File: config.mk
export PLATFORM = sky130hd
export DESIGN_NAME = serial_port_device_flat
export DESIGN_NICKNAME = d
export VERILOG_FILES = /design/src/common/serial_pkg.sv /design/src/common/serial_line_if.sv /design/src/rtl/baud_tick_gen.sv /design/src/rtl/serial_port_device.sv /design/src/flat_wrapper.sv
export VERILOG_INCLUDE_DIRS = /design/src /design/src/common
export SDC_FILE = /design/constraint.sdc
export NUM_CORES = 1
export LEC_CHECK = 0
export ABC_CLOCK_PERIOD_IN_PS = 7030
export BUFFER_PORTS_ARGS = -buffer_cell sky130_fd_sc_hd__buf_4
export CAP_MARGIN = 20
export CORE_AREA = 5 5 124 126
export DETAILED_ROUTE_END_ITERATION = 7
export DIE_AREA = 0 0 129 131
export GPL_TIMING_DRIVEN = 0
export SLEW_MARGIN = 0
export SYNTH_ARGS = -nofsm -noshare
export SYNTH_HDL_FRONTEND = slang
export SYNTH_SLANG_ARGS = --single-unit
File: constraint.sdc
create_clock -name CLOCK_I -period 7.03 [get_ports CLOCK_I]
set_input_delay 0.3515 -clock CLOCK_I [delete_from_list [all_inputs] [get_ports CLOCK_I]]
set_output_delay 0.3515 -clock CLOCK_I [all_outputs]
set_load 0.01 [all_outputs]
File: src/common/serial_consts.svh
// serial port constants: offsets, fields, reset values, timing counts
// assumes inclusion by both ends and the baud divider
`ifndef SERIAL_CONSTS_SVH
`define SERIAL_CONSTS_SVH

// ----------------------------------------
// device register offsets (8-bit port)
// ----------------------------------------
`define OFS_STATUS_ONE    8'h10
`define OFS_STATUS_TWO    8'h14
`define OFS_DATA_BUFFER   8'h18
`define OFS_CONTROL_THREE 8'h1C
`define OFS_BIT_RATE      8'h20
`define OFS_FRAME_CTRL    8'h24

// ----------------------------------------
// device field positions
// ----------------------------------------
`define S1_TX_EMPTY   7
`define S1_TX_DONE    6
`define S1_RX_FULL    5
`define S1_FRAME_ERR  1
`define S1_PARITY_ERR 0
`define S2_BREAK      1
`define S2_RX_BUSY    0
`define C3_NINTH_RX   7
`define C3_NINTH_TX   6
`define C3_FE_IE      1
`define C3_PE_IE      0
`define FC_NINE       0
`define FC_PAR_EN     1
`define FC_PAR_ODD    2
`define BR_RATE_MASK  8'h37
`define RST_BYTE      8'h00

// ----------------------------------------
// far end register offsets (AHB-Lite)
// ----------------------------------------
`define FAR_OFS_CTRL   8'h00
`define FAR_OFS_RATE   8'h04
`define FAR_OFS_DATA   8'h08
`define FAR_OFS_STATUS 8'h0C
`define FAR_CTRL_BREAK 3

// ----------------------------------------
// timing
// ----------------------------------------
`define TICKS_PER_SLOT 13'd4
`define PD_SEL_00      13'd1
`define PD_SEL_01      13'd3
`define PD_SEL_10      13'd4
`define PD_SEL_11      13'd13
`define SLOT_MID       4'd7
`define SLOT_LAST      4'd15
`define IDLE_SLOTS     8'd160
`define RX_SH_BITS     4'd10

`endif

File: src/common/serial_pkg.sv
// serial port types and frame helpers
// assumes LSB-first frames: start, data, optional parity, stop
package serial_pkg;

  typedef enum logic [1:0] {RX_IDLE, RX_START, RX_DATA, RX_STOP} rx_state_t;
  typedef enum logic {TX_IDLE, TX_SHIFT} tx_state_t;

  // ----------------------------------------
  // frame build
  // ----------------------------------------
  function automatic logic [11:0] build_frame(input logic [8:0] d, input logic nine, input logic par_en,
                                              input logic odd);
    logic [11:0] f;
    logic        p;
    f      = 12'hFFF;
    p      = (^d[7:0]) ^ (nine & d[8]) ^ odd;
    f[0]   = 1'b0;
    f[8:1] = d[7:0];
    if (nine) f[9] = d[8];
    if (par_en) begin
      if (nine) f[10] = p;
      else f[9] = p;
    end
    return f;
  endfunction : build_frame

  function automatic logic [3:0] frame_len(input logic nine, input logic par_en);
    return 4'hA + {3'h0, nine} + {3'h0, par_en};
  endfunction : frame_len

endpackage : serial_pkg

File: src/common/serial_line_if.sv
// serial line between the port and the remote transceiver
// assumes both ends clocked by one common clock
`timescale 1ns/1ps
interface serial_line_if;
  logic dev_to_far;
  logic far_to_dev;
  modport device (output dev_to_far, input far_to_dev);
  modport far (output far_to_dev, input dev_to_far);
endinterface : serial_line_if

File: src/rtl/baud_tick_gen.sv
// sample-slot enable: sixteen slots per bit
// assumes select inputs held stable between frames
`timescale 1ns/1ps
`include "serial_consts.svh"
module baud_tick_gen (
  input  wire logic       clk_i,
  input  wire logic       srst_i,
  input  wire logic [1:0] presc_sel_i,
  input  wire logic [2:0] rate_sel_i,
  output logic            tick_o
);
  logic [12:0] pd;
  logic [12:0] limit;
  logic [12:0] cnt_reg;

  // ----------------------------------------
  // divisor: 64*pd*bd per bit, 4*pd*bd per slot
  // ----------------------------------------
  always_comb begin
    case (presc_sel_i)
      2'h0: pd = `PD_SEL_00;
      2'h1: pd = `PD_SEL_01;
      2'h2: pd = `PD_SEL_10;
      default: pd = `PD_SEL_11;
    endcase
    limit = ((pd * `TICKS_PER_SLOT) << rate_sel_i) - 13'd1;
  end

  always_ff @(posedge clk_i) begin
    if (srst_i) begin
      cnt_reg <= 13'h0;
      tick_o  <= 1'b0;
    end else if (cnt_reg >= limit) begin
      cnt_reg <= 13'h0;
      tick_o  <= 1'b1;
    end else begin
      cnt_reg <= cnt_reg + 13'd1;
      tick_o  <= 1'b0;
    end
  end
endmodule : baud_tick_gen

File: src/rtl/serial_port_device.sv
// serial port: receive flags, data buffer, baud generator, transmitter
// assumes software on the byte port, remote transceiver on the line
//
// Design decision made here: the byte-wide register port with separate read and write strobes.
`timescale 1ns/1ps
`include "serial_consts.svh"
module serial_port_device (
  input  wire logic       CLOCK_I,
  input  wire logic       SRST_I,
  input  wire logic [7:0] REG_ADDR_I,
  input  wire logic       REG_WR_I,
  input  wire logic       REG_RD_I,
  input  wire logic [7:0] REG_WDATA_I,
  output logic [7:0]      REG_RDATA_O,
  output logic            ERR_IRQ_O,
  serial_line_if.device   line
);
  logic                 tick;
  logic [7:0]           bit_rate_reg;
  logic [2:0]           frame_reg;
  logic                 fe_ie_reg, pe_ie_reg, t8_reg;
  logic                 fe_reg, pe_reg, rf_reg, bk_reg, rpf_reg;
  logic                 arm_fe_reg, arm_pe_reg, arm_rf_reg, arm_bk_reg;
  logic [7:0]           rx_data_reg;
  logic                 rx_ninth_reg;
  logic [7:0]           tx_data_reg;
  logic                 tx_ninth_reg, tx_full_reg;
  serial_pkg::rx_state_t rx_state_reg;
  logic [3:0]           rx_slot_reg, rx_cnt_reg;
  logic [9:0]           rx_sh_reg;
  logic                 seen_one_reg, brk_armed_reg;
  logic [7:0]           idle_cnt_reg;
  serial_pkg::tx_state_t tx_state_reg;
  logic [11:0]          tx_sh_reg;
  logic [3:0]           tx_slot_reg, tx_bits_reg;
  logic                 txd_reg;
  logic                 rxd, nine, par_en, odd;
  logic                 rd_s1, rd_s2, rd_data, wr_data;
  logic [3:0]           rx_n;
  logic [9:0]           rx_word;
  logic                 stop_eval, is_break, brk_take, par_bad;

  assign rxd     = line.far_to_dev;
  assign nine    = frame_reg[`FC_NINE];
  assign par_en  = frame_reg[`FC_PAR_EN];
  assign odd     = frame_reg[`FC_PAR_ODD];
  assign rd_s1   = REG_RD_I && REG_ADDR_I == `OFS_STATUS_ONE;
  assign rd_s2   = REG_RD_I && REG_ADDR_I == `OFS_STATUS_TWO;
  assign rd_data = REG_RD_I && REG_ADDR_I == `OFS_DATA_BUFFER;
  assign wr_data = REG_WR_I && REG_ADDR_I == `OFS_DATA_BUFFER;
  assign line.dev_to_far = txd_reg;

  // ----------------------------------------
  // baud generator shared by both directions
  // ----------------------------------------
  baud_tick_gen u_baud (
    .clk_i       (CLOCK_I),
    .srst_i      (SRST_I),
    .presc_sel_i (bit_rate_reg[5:4]),
    .rate_sel_i  (bit_rate_reg[2:0]),
    .tick_o      (tick)
  );

  // ----------------------------------------
  // control registers
  // ----------------------------------------
  always_ff @(posedge CLOCK_I) begin
    if (SRST_I) begin
      bit_rate_reg <= `RST_BYTE;
      frame_reg    <= 3'h0;
      fe_ie_reg    <= 1'b0;
      pe_ie_reg    <= 1'b0;
    end else if (REG_WR_I) begin
      if (REG_ADDR_I == `OFS_BIT_RATE) bit_rate_reg <= REG_WDATA_I & `BR_RATE_MASK;
      if (REG_ADDR_I == `OFS_FRAME_CTRL) frame_reg <= REG_WDATA_I[2:0];
      if (REG_ADDR_I == `OFS_CONTROL_THREE) begin
        fe_ie_reg <= REG_WDATA_I[`C3_FE_IE];
        pe_ie_reg <= REG_WDATA_I[`C3_PE_IE];
      end
    end
  end

  // ninth transmit bit and data buffers are never reset
  always_ff @(posedge CLOCK_I) begin
    if (REG_WR_I && REG_ADDR_I == `OFS_CONTROL_THREE) t8_reg <= REG_WDATA_I[`C3_NINTH_TX];
    if (wr_data) begin
      tx_data_reg  <= REG_WDATA_I;
      tx_ninth_reg <= t8_reg;
    end
  end

  // ----------------------------------------
  // receiver
  // ----------------------------------------
  assign rx_n      = serial_pkg::frame_len(nine, par_en) - 4'd2;
  assign rx_word   = rx_sh_reg >> (`RX_SH_BITS - rx_n);
  assign stop_eval = tick && rx_state_reg == serial_pkg::RX_STOP && rx_slot_reg == `SLOT_MID;
  assign is_break  = stop_eval && rx_word == 10'h0 && !rxd;
  assign brk_take  = is_break && brk_armed_reg;
  assign par_bad   = par_en && ((^rx_word) != odd);

  always_ff @(posedge CLOCK_I) begin
    if (SRST_I) begin
      rx_state_reg  <= serial_pkg::RX_IDLE;
      rx_slot_reg   <= 4'h0;
      rx_cnt_reg    <= 4'h0;
      rx_sh_reg     <= 10'h0;
      seen_one_reg  <= 1'b0;
      brk_armed_reg <= 1'b1;
      idle_cnt_reg  <= 8'h0;
    end else if (tick) begin
      rx_slot_reg <= rx_slot_reg + 4'd1;
      if (rxd) brk_armed_reg <= 1'b1;
      else if (brk_take) brk_armed_reg <= 1'b0;
      case (rx_state_reg)
        serial_pkg::RX_IDLE: begin
          seen_one_reg <= rxd;
          idle_cnt_reg <= rxd ? ((idle_cnt_reg == `IDLE_SLOTS) ? idle_cnt_reg : idle_cnt_reg + 8'd1) : 8'h0;
          if (!rxd && seen_one_reg) begin
            rx_state_reg <= serial_pkg::RX_START;
            rx_slot_reg  <= 4'd1;
          end
        end
        serial_pkg::RX_START: begin
          if (rx_slot_reg == `SLOT_MID && rxd) rx_state_reg <= serial_pkg::RX_IDLE;
          if (rx_slot_reg == `SLOT_LAST) begin
            rx_state_reg <= serial_pkg::RX_DATA;
            rx_cnt_reg   <= 4'h0;
          end
        end
        serial_pkg::RX_DATA: begin
          if (rx_slot_reg == `SLOT_MID) rx_sh_reg <= {rxd, rx_sh_reg[9:1]};
          if (rx_slot_reg == `SLOT_LAST) begin
            rx_cnt_reg <= rx_cnt_reg + 4'd1;
            if (rx_cnt_reg == rx_n - 4'd1) rx_state_reg <= serial_pkg::RX_STOP;
          end
        end
        serial_pkg::RX_STOP: begin
          if (rx_slot_reg == `SLOT_MID) begin
            rx_state_reg <= serial_pkg::RX_IDLE;
            seen_one_reg <= rxd;
            idle_cnt_reg <= 8'h0;
          end
        end
        default: rx_state_reg <= serial_pkg::RX_IDLE;
      endcase
    end
  end

  // received byte and ninth bit move together
  always_ff @(posedge CLOCK_I) begin
    if (stop_eval) begin
      rx_data_reg  <= rx_word[7:0];
      rx_ninth_reg <= nine ? rx_word[8] : rx_word[7];
      if (is_break && nine) rx_ninth_reg <= 1'b0;
    end
  end

  always_ff @(posedge CLOCK_I) begin
    if (SRST_I) rpf_reg <= 1'b0;
    else if (tick && rx_state_reg == serial_pkg::RX_IDLE && !rxd && seen_one_reg) rpf_reg <= 1'b1;
    else if (tick && rx_state_reg == serial_pkg::RX_START && rx_slot_reg == `SLOT_MID && rxd)
      rpf_reg <= 1'b0;
    else if (tick && rx_state_reg == serial_pkg::RX_IDLE && idle_cnt_reg == `IDLE_SLOTS - 8'd1)
      rpf_reg <= 1'b0;
  end

  // ----------------------------------------
  // status flags: set wins over clear
  // ----------------------------------------
  always_ff @(posedge CLOCK_I) begin
    if (SRST_I) begin
      arm_fe_reg <= 1'b0;
      arm_pe_reg <= 1'b0;
      arm_rf_reg <= 1'b0;
      arm_bk_reg <= 1'b0;
    end else if (rd_data) begin
      arm_fe_reg <= 1'b0;
      arm_pe_reg <= 1'b0;
      arm_rf_reg <= 1'b0;
      arm_bk_reg <= 1'b0;
    end else begin
      if (rd_s1) begin
        arm_fe_reg <= fe_reg;
        arm_pe_reg <= pe_reg;
        arm_rf_reg <= rf_reg;
      end
      if (rd_s2) arm_bk_reg <= bk_reg;
    end
  end

  always_ff @(posedge CLOCK_I) begin
    if (SRST_I) begin
      fe_reg <= 1'b0;
      pe_reg <= 1'b0;
      rf_reg <= 1'b0;
      bk_reg <= 1'b0;
    end else begin
      fe_reg <= (stop_eval && (!rxd || brk_take)) || (fe_reg && !(rd_data && arm_fe_reg));
      pe_reg <= (stop_eval && !is_break && par_bad) || (pe_reg && !(rd_data && arm_pe_reg));
      rf_reg <= stop_eval || (rf_reg && !(rd_data && arm_rf_reg));
      bk_reg <= brk_take || (bk_reg && !(rd_data && arm_bk_reg));
    end
  end

  // ----------------------------------------
  // transmitter
  // ----------------------------------------
  always_ff @(posedge CLOCK_I) begin
    if (SRST_I) begin
      tx_state_reg <= serial_pkg::TX_IDLE;
      tx_sh_reg    <= 12'hFFF;
      tx_slot_reg  <= 4'h0;
      tx_bits_reg  <= 4'h0;
      tx_full_reg  <= 1'b0;
      txd_reg      <= 1'b1;
    end else begin
      // line moves only on slot ticks so the start bit is never cut short
      if (tick) txd_reg <= (tx_state_reg == serial_pkg::TX_SHIFT) ? tx_sh_reg[0] : 1'b1;
      if (wr_data) tx_full_reg <= 1'b1;
      else if (tx_state_reg == serial_pkg::TX_IDLE && tx_full_reg) tx_full_reg <= 1'b0;
      if (tx_state_reg == serial_pkg::TX_IDLE) begin
        if (tx_full_reg) begin
          tx_sh_reg    <= serial_pkg::build_frame({tx_ninth_reg, tx_data_reg}, nine, par_en, odd);
          tx_bits_reg  <= serial_pkg::frame_len(nine, par_en);
          tx_slot_reg  <= 4'h0;
          tx_state_reg <= serial_pkg::TX_SHIFT;
        end
      end else if (tick) begin
        tx_slot_reg <= tx_slot_reg + 4'd1;
        if (tx_slot_reg == `SLOT_LAST) begin
          tx_sh_reg   <= {1'b1, tx_sh_reg[11:1]};
          tx_bits_reg <= tx_bits_reg - 4'd1;
          if (tx_bits_reg == 4'd1) tx_state_reg <= serial_pkg::TX_IDLE;
        end
      end
    end
  end

  // ----------------------------------------
  // read port and interrupt
  // ----------------------------------------
  always_ff @(posedge CLOCK_I) begin
    if (SRST_I) begin
      REG_RDATA_O <= 8'h00;
      ERR_IRQ_O   <= 1'b0;
    end else begin
      ERR_IRQ_O <= (fe_reg && fe_ie_reg) || (pe_reg && pe_ie_reg);
      if (REG_RD_I) begin
        case (REG_ADDR_I)
          `OFS_STATUS_ONE: REG_RDATA_O <= {!tx_full_reg, !tx_full_reg && tx_state_reg == serial_pkg::TX_IDLE,
                                           rf_reg, 3'h0, fe_reg, pe_reg};
          `OFS_STATUS_TWO: REG_RDATA_O <= {6'h00, bk_reg, rpf_reg};
          `OFS_DATA_BUFFER: REG_RDATA_O <= rx_data_reg;
          `OFS_CONTROL_THREE: REG_RDATA_O <= {rx_ninth_reg, t8_reg, 4'h0, fe_ie_reg, pe_ie_reg};
          `OFS_BIT_RATE: REG_RDATA_O <= bit_rate_reg;
          `OFS_FRAME_CTRL: REG_RDATA_O <= {5'h00, frame_reg};
          default: REG_RDATA_O <= 8'h00;
        endcase
      end
    end
  end
endmodule : serial_port_device
File: src/flat_wrapper.sv
// flat-port wrapper written by rule: the top's interface ports become plain ports
module serial_port_device_flat 
  (CLOCK_I, SRST_I, REG_ADDR_I, REG_WR_I, REG_RD_I, REG_WDATA_I, REG_RDATA_O, ERR_IRQ_O, line_dev_to_far, line_far_to_dev);
  serial_line_if line_i ();
  input  wire logic CLOCK_I;
  input  wire logic SRST_I;
  input  wire logic [7:0] REG_ADDR_I;
  input  wire logic REG_WR_I;
  input  wire logic REG_RD_I;
  input  wire logic [7:0] REG_WDATA_I;
  output logic [7:0] REG_RDATA_O;
  output logic ERR_IRQ_O;
  output wire logic [$bits(line_i.dev_to_far)-1:0] line_dev_to_far;
  input wire logic [$bits(line_i.far_to_dev)-1:0] line_far_to_dev;
  assign line_dev_to_far = line_i.dev_to_far;
  assign line_i.far_to_dev = line_far_to_dev;
  serial_port_device u_core (.CLOCK_I(CLOCK_I), .SRST_I(SRST_I), .REG_ADDR_I(REG_ADDR_I), .REG_WR_I(REG_WR_I), .REG_RD_I(REG_RD_I), .REG_WDATA_I(REG_WDATA_I), .REG_RDATA_O(REG_RDATA_O), .ERR_IRQ_O(ERR_IRQ_O), .line(line_i));
endmodule
==> results.yml, run 1 <==
worst_setup_path:
  worstRegToRegCells: 17
  worst-path-max-fanout: 10
  startpoint_type: "register"
  endpoint: "u_core.u_baud.cnt_reg[4]$_SDFF_PP0_"
  r2r_slack_ns: 2.88
  path_class: "reg -> reg"
  r2r-end: "u_core.u_baud.cnt_reg[4]$_SDFF_PP0_"
  cp.required_ns: 7.35
  r2r-start: "u_core.bit_rate_reg[0]$_SDFFE_PP0P_"
  cp.arrival_ns: 4.48
  cp-end-kind: "register"
  critical_path.startpoint: "u_core.bit_rate_reg[0]$_SDFFE_PP0P_"
logic_synthesis:
  synth_warnings: 0
  yosys.area.top_type: "dfxtp_1"
  synth_area_um2: 6215
  synth_top_cell_area_share_pct: 30.28
  syn_nets: 780
  syn_inst: 727
  ys_seq_area_share_pct: 39.46
  synthArstFlopShare_pct: 0
  synthTopCellsByArea: "dfxtp_1 30%, edfxtp_1 9.2%, ha_1 6.4%, nand2_1 5.5%, mux2i_1 4.8%"
  synthFlopType: "dfxtp_1"
  avgSynthCellArea_um2: 8.548
  ys_ff_latch: 113
  synth_edf_count: 19
  yosysUniqueCellTypes: 58
finish:
  register_area_um2: 2452
  area_growth_pct: 16.99
  antenna_cells: 0
  largest_reg_flops: 13
  nets: 830
  fin_util_pct: 51.19
  multi_input_area_um2: 3475
  drive_above_1_share_pct: 10.63
  fillerInstances: 1357
power_and_ir_drop:
  ir_drop_uv: 162.3
  p_leak_nw: 2.682
  p_per_area_nw_per_um2: 228.2
clock_network:
  holdBufCountCts: 0
  root_buffer: "clkbuf_16"
  path_clk_slew_ns: 0.06
  cts_setup_buffers: 0
  cts_htree_levels: 4
  clkLatencyLatePin_ns: 0.41
  cts_tree: "done"
  clock_path_buffers: 2
  cts_sinks: 113
  numCtsBuffers: 17
  cts_resized: 0
place:
  place_congestion: 0.8760
  place_hpwl_um: 11430
  numPortBuffers: 30
timing:
  slew_violations: 0
  hold_viol: 0
  clock.fmax_mhz: 240.8
  setup_tns_ns: 0
  setup_viol: 0
  slew_headroom_pct: 51.98
  rsz0062_at_grt: "false"
  min_period_over_period_pct: 59.08
  tightest_slew_ns: 0.7148
  fin_crit_ns: 4.153
  clock_skew_ns: 0.01047
floorplan:
  initial_utilization_pct: 43.75
  core_um2: 14200
  die_h_um: 131
  die_x_um: 129
  die_area_um2: 16900
  ioPinCount: 31
  rows: 44
grt:
  antenna_found_initial: 0
  grtUsageTotal_pct: 18.79
  grt_pass1_vias: 5233
  grt_start_max_net_pins: 17
  grt_overflow_total: 0
  grt_pass1_wl_um: 25330
route:
  final_antenna_net_count: 0
  routed_wl_um: 15350
  firstDrtPassIters: 5
  vias: 5416
  drt-initial-drc-count: 362
  routedWlPerCell_um: 15.76
  drc: 0
  vias_per_cell: 5.561
flow_run:
  maxCapViolations: 0
outcome:
  status: "finished, final reports clean"
hold_path:
  worstHoldPathType: "in -> reg"
## per-layer routing
| layer | wire length, um | track usage, % |
|---|---|---|
| met2 | 7366 | 31.19 |
| met3 | 572 | 4.228 |
| met5 | 0 | 0 |
| met1 | 7165 | 24.27 |
| met4 | 248 | 6.300 |
## metrics by stage
stage	hold WS [ns]	total power [mW]	cell area (um2)	worst slack (ns)	instances
after floorplan	0.4271	0.7665	6215	3.665	727
after global placement	0.4483	0.8085	6670	3.013	941
after detailed placement	0.4521	0.8122	6678	2.942	942
after CTS	0.09244	1.674	7271	2.922	974
after global routing	0.09616	1.719	7271	2.458	974
final	0.1097	1.659	7271	2.877	974
## cell type report
| cell class | count | share of cell area [%] |
|---|---|---|
| Buffer | 41 | 2.203 |
| Clock buffer | 17 | 5.851 |
| Clock inverter | 15 | 2.306 |
| Inverter | 34 | 1.755 |
| Multi-Input combinational cell | 539 | 47.79 |
| Sequential cell | 113 | 33.73 |
| Tap cell | 184 | 3.166 |
| Timing Repair Buffer | 31 | 3.201 |
## cells in the mapped netlist (8+ instances only)
library cell,instances
mux2i_1,30
dfxtp_1,94
a22oi_1,8
nand3_1,34
xor2_1,18
ha_1,32
mux2_2,8
nor3_1,10
o211ai_1,8
a21oi_1,49
nor2_1,62
nand4_1,14
edfxtp_1,19
a211oi_1,18
o21ai_0,40
clkbuf_1,30
nand2_1,91
inv_1,34
xnor2_1,18
## cells in the final DEF, fill, tap and decap left out, drive strengths merged, types with 6 or more instances in the layout
cell,instances
a211oi,18
a21oi,49
a22oi,8
and2,7
and3,7
and3b,6
buf,42
clkbuf,47
clkinv,6
dfxtp,94
edfxtp,19
ha,32
inv,35
mux2,8
mux2i,30
nand2,91
nand2b,6
nand3,34
nand4,14
nor2,62
nor2b,6
nor3,10
nor4,9
o211ai,8
o21ai,40
or2,6
xnor2,18
xor2,18
## worst min path at each step
| stage | startpoint | endpoint | slack [ns] | cells past startpoint |
|---|---|---|---|---|
| finish | REG_WDATA_I[3] | u_core.tx_data_reg[3]$_DFFE_PP_ | 0.11 | 1 |
| global placement | u_core.seen_one_reg$_SDFFE_PP0P_ | u_core.seen_one_reg$_SDFFE_PP0P_ | 0.45 | 2 |
| floorplan | u_core.t8_reg$_DFFE_PP_ | u_core.tx_ninth_reg$_DFFE_PP_ | 0.43 | 0 |
| global route | REG_WDATA_I[3] | u_core.tx_data_reg[3]$_DFFE_PP_ | 0.1 | 1 |
| detailed placement | u_core.REG_RDATA_O[7]$_SDFFE_PP0P_ | u_core.REG_RDATA_O[7]$_SDFFE_PP0P_ | 0.45 | 2 |
| CTS | REG_WDATA_I[3] | u_core.tx_data_reg[3]$_DFFE_PP_ | 0.09 | 1 |
## worst max-delay path: stages (launching register included)
cell and delay [ns]:
dfxtp_1 0.30, clkbuf_1 0.41, buf_1 0.41, nand2_1 0.11, a211o_1 0.32, ha_1 0.30, nor2_1 0.16, nand2_1 0.10
or2_2 0.28, a21oi_1 0.15, a21oi_1 0.08, ha_1 0.31, a21oi_1 0.14, nor2b_1 0.06, o21ai_0 0.14, o211ai_1 0.21
clkbuf_1 0.29, a211oi_1 0.29
## cells by family (layout without fill, tap and decap cells)
group	Yosys count	in the layout	share of synthesized area, %
fa+ha+maj	32	32	6.442
buf+inv	75	138	4.630
mux	38	38	6.282
simple gates	275	275	21.78
compound gates	156	156	15.60
flops	113	113	39.46
xor+xnor	38	38	5.798
## power breakdown
group / switching [mW] / leakage (nW) / internal (mW)
Combinational: 0.0785 / 1.47 / 0.0397
Sequential: 0.0118 / 0.931 / 0.669
Clock: 0.308 / 0.276 / 0.552
No activity file was read; power rests on OpenSTA's default activity.
==> run 2, diff against run 1 <==
ABC_CLOCK_PERIOD_IN_PS = 4100   (was 7030)
clock period = 4.1 ns   (was 7.03 ns; I/O delays follow)
==> run 2 against run 1 <==
Fmax grew 9.3%; combinational power grew 83%; sequential cell count is the same; clock skew is essentially flat; sequential share of layout area shrank 0.31 points; register-to-register slack lost 2.6 ns; critical path depth shrank 2; core utilization grew 0.50 points; clock power grew 72%; sequential power grew 72%; setup slack lost 2.6 ns.
==> results.yml, run 2 (synthesized netlist as in run 1, its figures left out) <==
grt:
  grt_overflow_total: 0
  grt_pass1_wl_um: 25430
  grt_start_max_net_pins: 17
  grtUsageTotal_pct: 18.85
  grt_pass1_vias: 5261
  antenna_found_initial: 0
clock_network:
  cts_tree: "done"
  cts_sinks: 113
  numCtsBuffers: 17
  clock_path_buffers: 2
  path_clk_slew_ns: 0.05
  clkLatencyLatePin_ns: 0.42
  cts_htree_levels: 4
  root_buffer: "clkbuf_16"
timing:
  clock.fmax_mhz: 263.1
  setup_viol: 0
  min_period_over_period_pct: 92.71
  worst_slack_ns: 0.2990
  clock_skew_ns: 0.01041
  slew_headroom_pct: 51.92
  tightest_slew_ns: 0.7157
  rsz0062_at_grt: "false"
  hold_viol: 0
  slew_violations: 0
  setup_tns_ns: 0
  fin_crit_ns: 3.801
worst_setup_path:
  startpoint_type: "register"
  slowest_stage: "clkbuf_1"
  path_class: "reg -> reg"
  cp_top_family: "compound AO/OA/AOI/OAI gates"
  path_cells: "clkbuf_1 -> clkbuf_2 -> clkbuf_2 -> a211o_1 -> ha_1 -> a21bo_2 -> o32ai_1 -> o21ai_0 -> ha_1 -> nand2_1 -> nand2_1 -> a21oi_1 -> a21oi_1 -> clkbuf_1 -> a211oi_1"
  cp.arrival_ns: 4.07
  cp-end-kind: "register"
  cp.required_ns: 4.37
  worst-path-max-fanout: 10
  worstRegToRegCells: 15
  path_buf_inv: 4
  r2r_slack_ns: 0.30
  max_stage_delay_ns: 0.41
  r2r-start: "u_core.bit_rate_reg[2]$_SDFFE_PP0P_"
  r2r-end: "u_core.u_baud.cnt_reg[4]$_SDFF_PP0_"
route:
  drt-initial-drc-count: 361
  routed_wl_um: 15400
  firstDrtPassIters: 5
  vias: 5411
  final_antenna_net_count: 0
  drc: 0
  vias_per_cell: 5.521
  routedWlPerCell_um: 15.71
finish:
  area_growth_pct: 18.14
  drive_above_1_share_pct: 11.43
  nets: 836
  fillerInstances: 1356
  antenna_cells: 0
  largest_reg_flops: 13
  multi_input_area_um2: 3475
  final_cell_mix: "93 x dfxtp_1, 91 x nand2_1, 62 x nor2_1, 49 x a21oi_1, 40 x o21ai_0"
  register_area_um2: 2454
  final_common_cell: "dfxtp_1"
floorplan:
  die_area_um2: 16900
  ioPinCount: 31
  core_um2: 14200
  die_h_um: 131
  rows: 44
  initial_utilization_pct: 43.75
  die_x_um: 129
outcome:
  status: "finished, final reports clean"
place:
  numPortBuffers: 30
  place_ws_ns: 0.01204
  place_congestion: 0.8760
  place_hpwl_um: 11430
hold_path:
  holdPathEnd: "u_core.tx_data_reg[0]$_DFFE_PP_"
  min-delay-start: "REG_WDATA_I[0]"
  hold_depth: 1
  worstHoldPathType: "in -> reg"
power_and_ir_drop:
  p_per_area_nw_per_um2: 389.5
  p_leak_nw: 2.730
  ir_drop_uv: 280.8
flow_run:
  maxCapViolations: 0
-- run 2: metrics by stage --
stage	hold slack, ns	std cells	instance area (um2)	power (mW)	utilization [%]
after CTS	0.02022	980	7332	2.875	51.62
after global routing	0.02615	980	7342	2.961	51.69
after global placement	0.3844	941	6670	1.386	46.96
after floorplan	0.3039	727	6215	1.314	-
after detailed placement	0.3847	942	6678	1.393	47.01
final	0.03604	980	7342	2.860	51.69
-- run 2: layer usage --
metal / GRT usage (%) / wire length [um] / up-vias
met4: 6.300 / 255 / 0
met1: 24.32 / 7164 / 2577
li1: - / - / 2704
met2: 31.34 / 7374 / 108
met3: 4.228 / 605 / 22
met5: 0 / 0 / -
-- run 2: worst max-delay path by stage --
stage                                                   start                                   end  depth (start not counted)
after floorplan           u_core.bit_rate_reg[0]$_SDFFE_PP0P_  u_core.u_baud.cnt_reg[12]$_SDFF_PP0_                         17
after global placement    u_core.bit_rate_reg[0]$_SDFFE_PP0P_   u_core.u_baud.cnt_reg[4]$_SDFF_PP0_                         17
after detailed placement  u_core.bit_rate_reg[0]$_SDFFE_PP0P_   u_core.u_baud.cnt_reg[4]$_SDFF_PP0_                         17
after CTS                 u_core.bit_rate_reg[2]$_SDFFE_PP0P_   u_core.u_baud.cnt_reg[4]$_SDFF_PP0_                         15
after global routing      u_core.bit_rate_reg[2]$_SDFFE_PP0P_  u_core.u_baud.cnt_reg[12]$_SDFF_PP0_                         15
final                     u_core.bit_rate_reg[2]$_SDFFE_PP0P_   u_core.u_baud.cnt_reg[4]$_SDFF_PP0_                         15
-- run 2: power by group --
part,switching [mW],internal [mW]
combinational,0.137,0.0787
sequential,0.0203,1.15
clock,0.529,0.947
-- run 2: area by class of cell --
class,instances,area share (%)
plain buffers,40,2.215
clock buffers,17,5.794
clock inverters,15,2.284
inverters,34,1.738
multi-input cells,539,47.32
flip-flops and latches,113,33.42
well taps,184,3.136
repair buffers,38,4.090
-- run 2: what timing repair did --
item / CTS / global route
endpoints found under the setup margin: 1 / 13
pin swaps: 0 / 1
buffers inserted: 0 / 1
hold buffers: 6 / 0
resized for setup: 1 / 10
hold endpoints to repair: 7 / 0
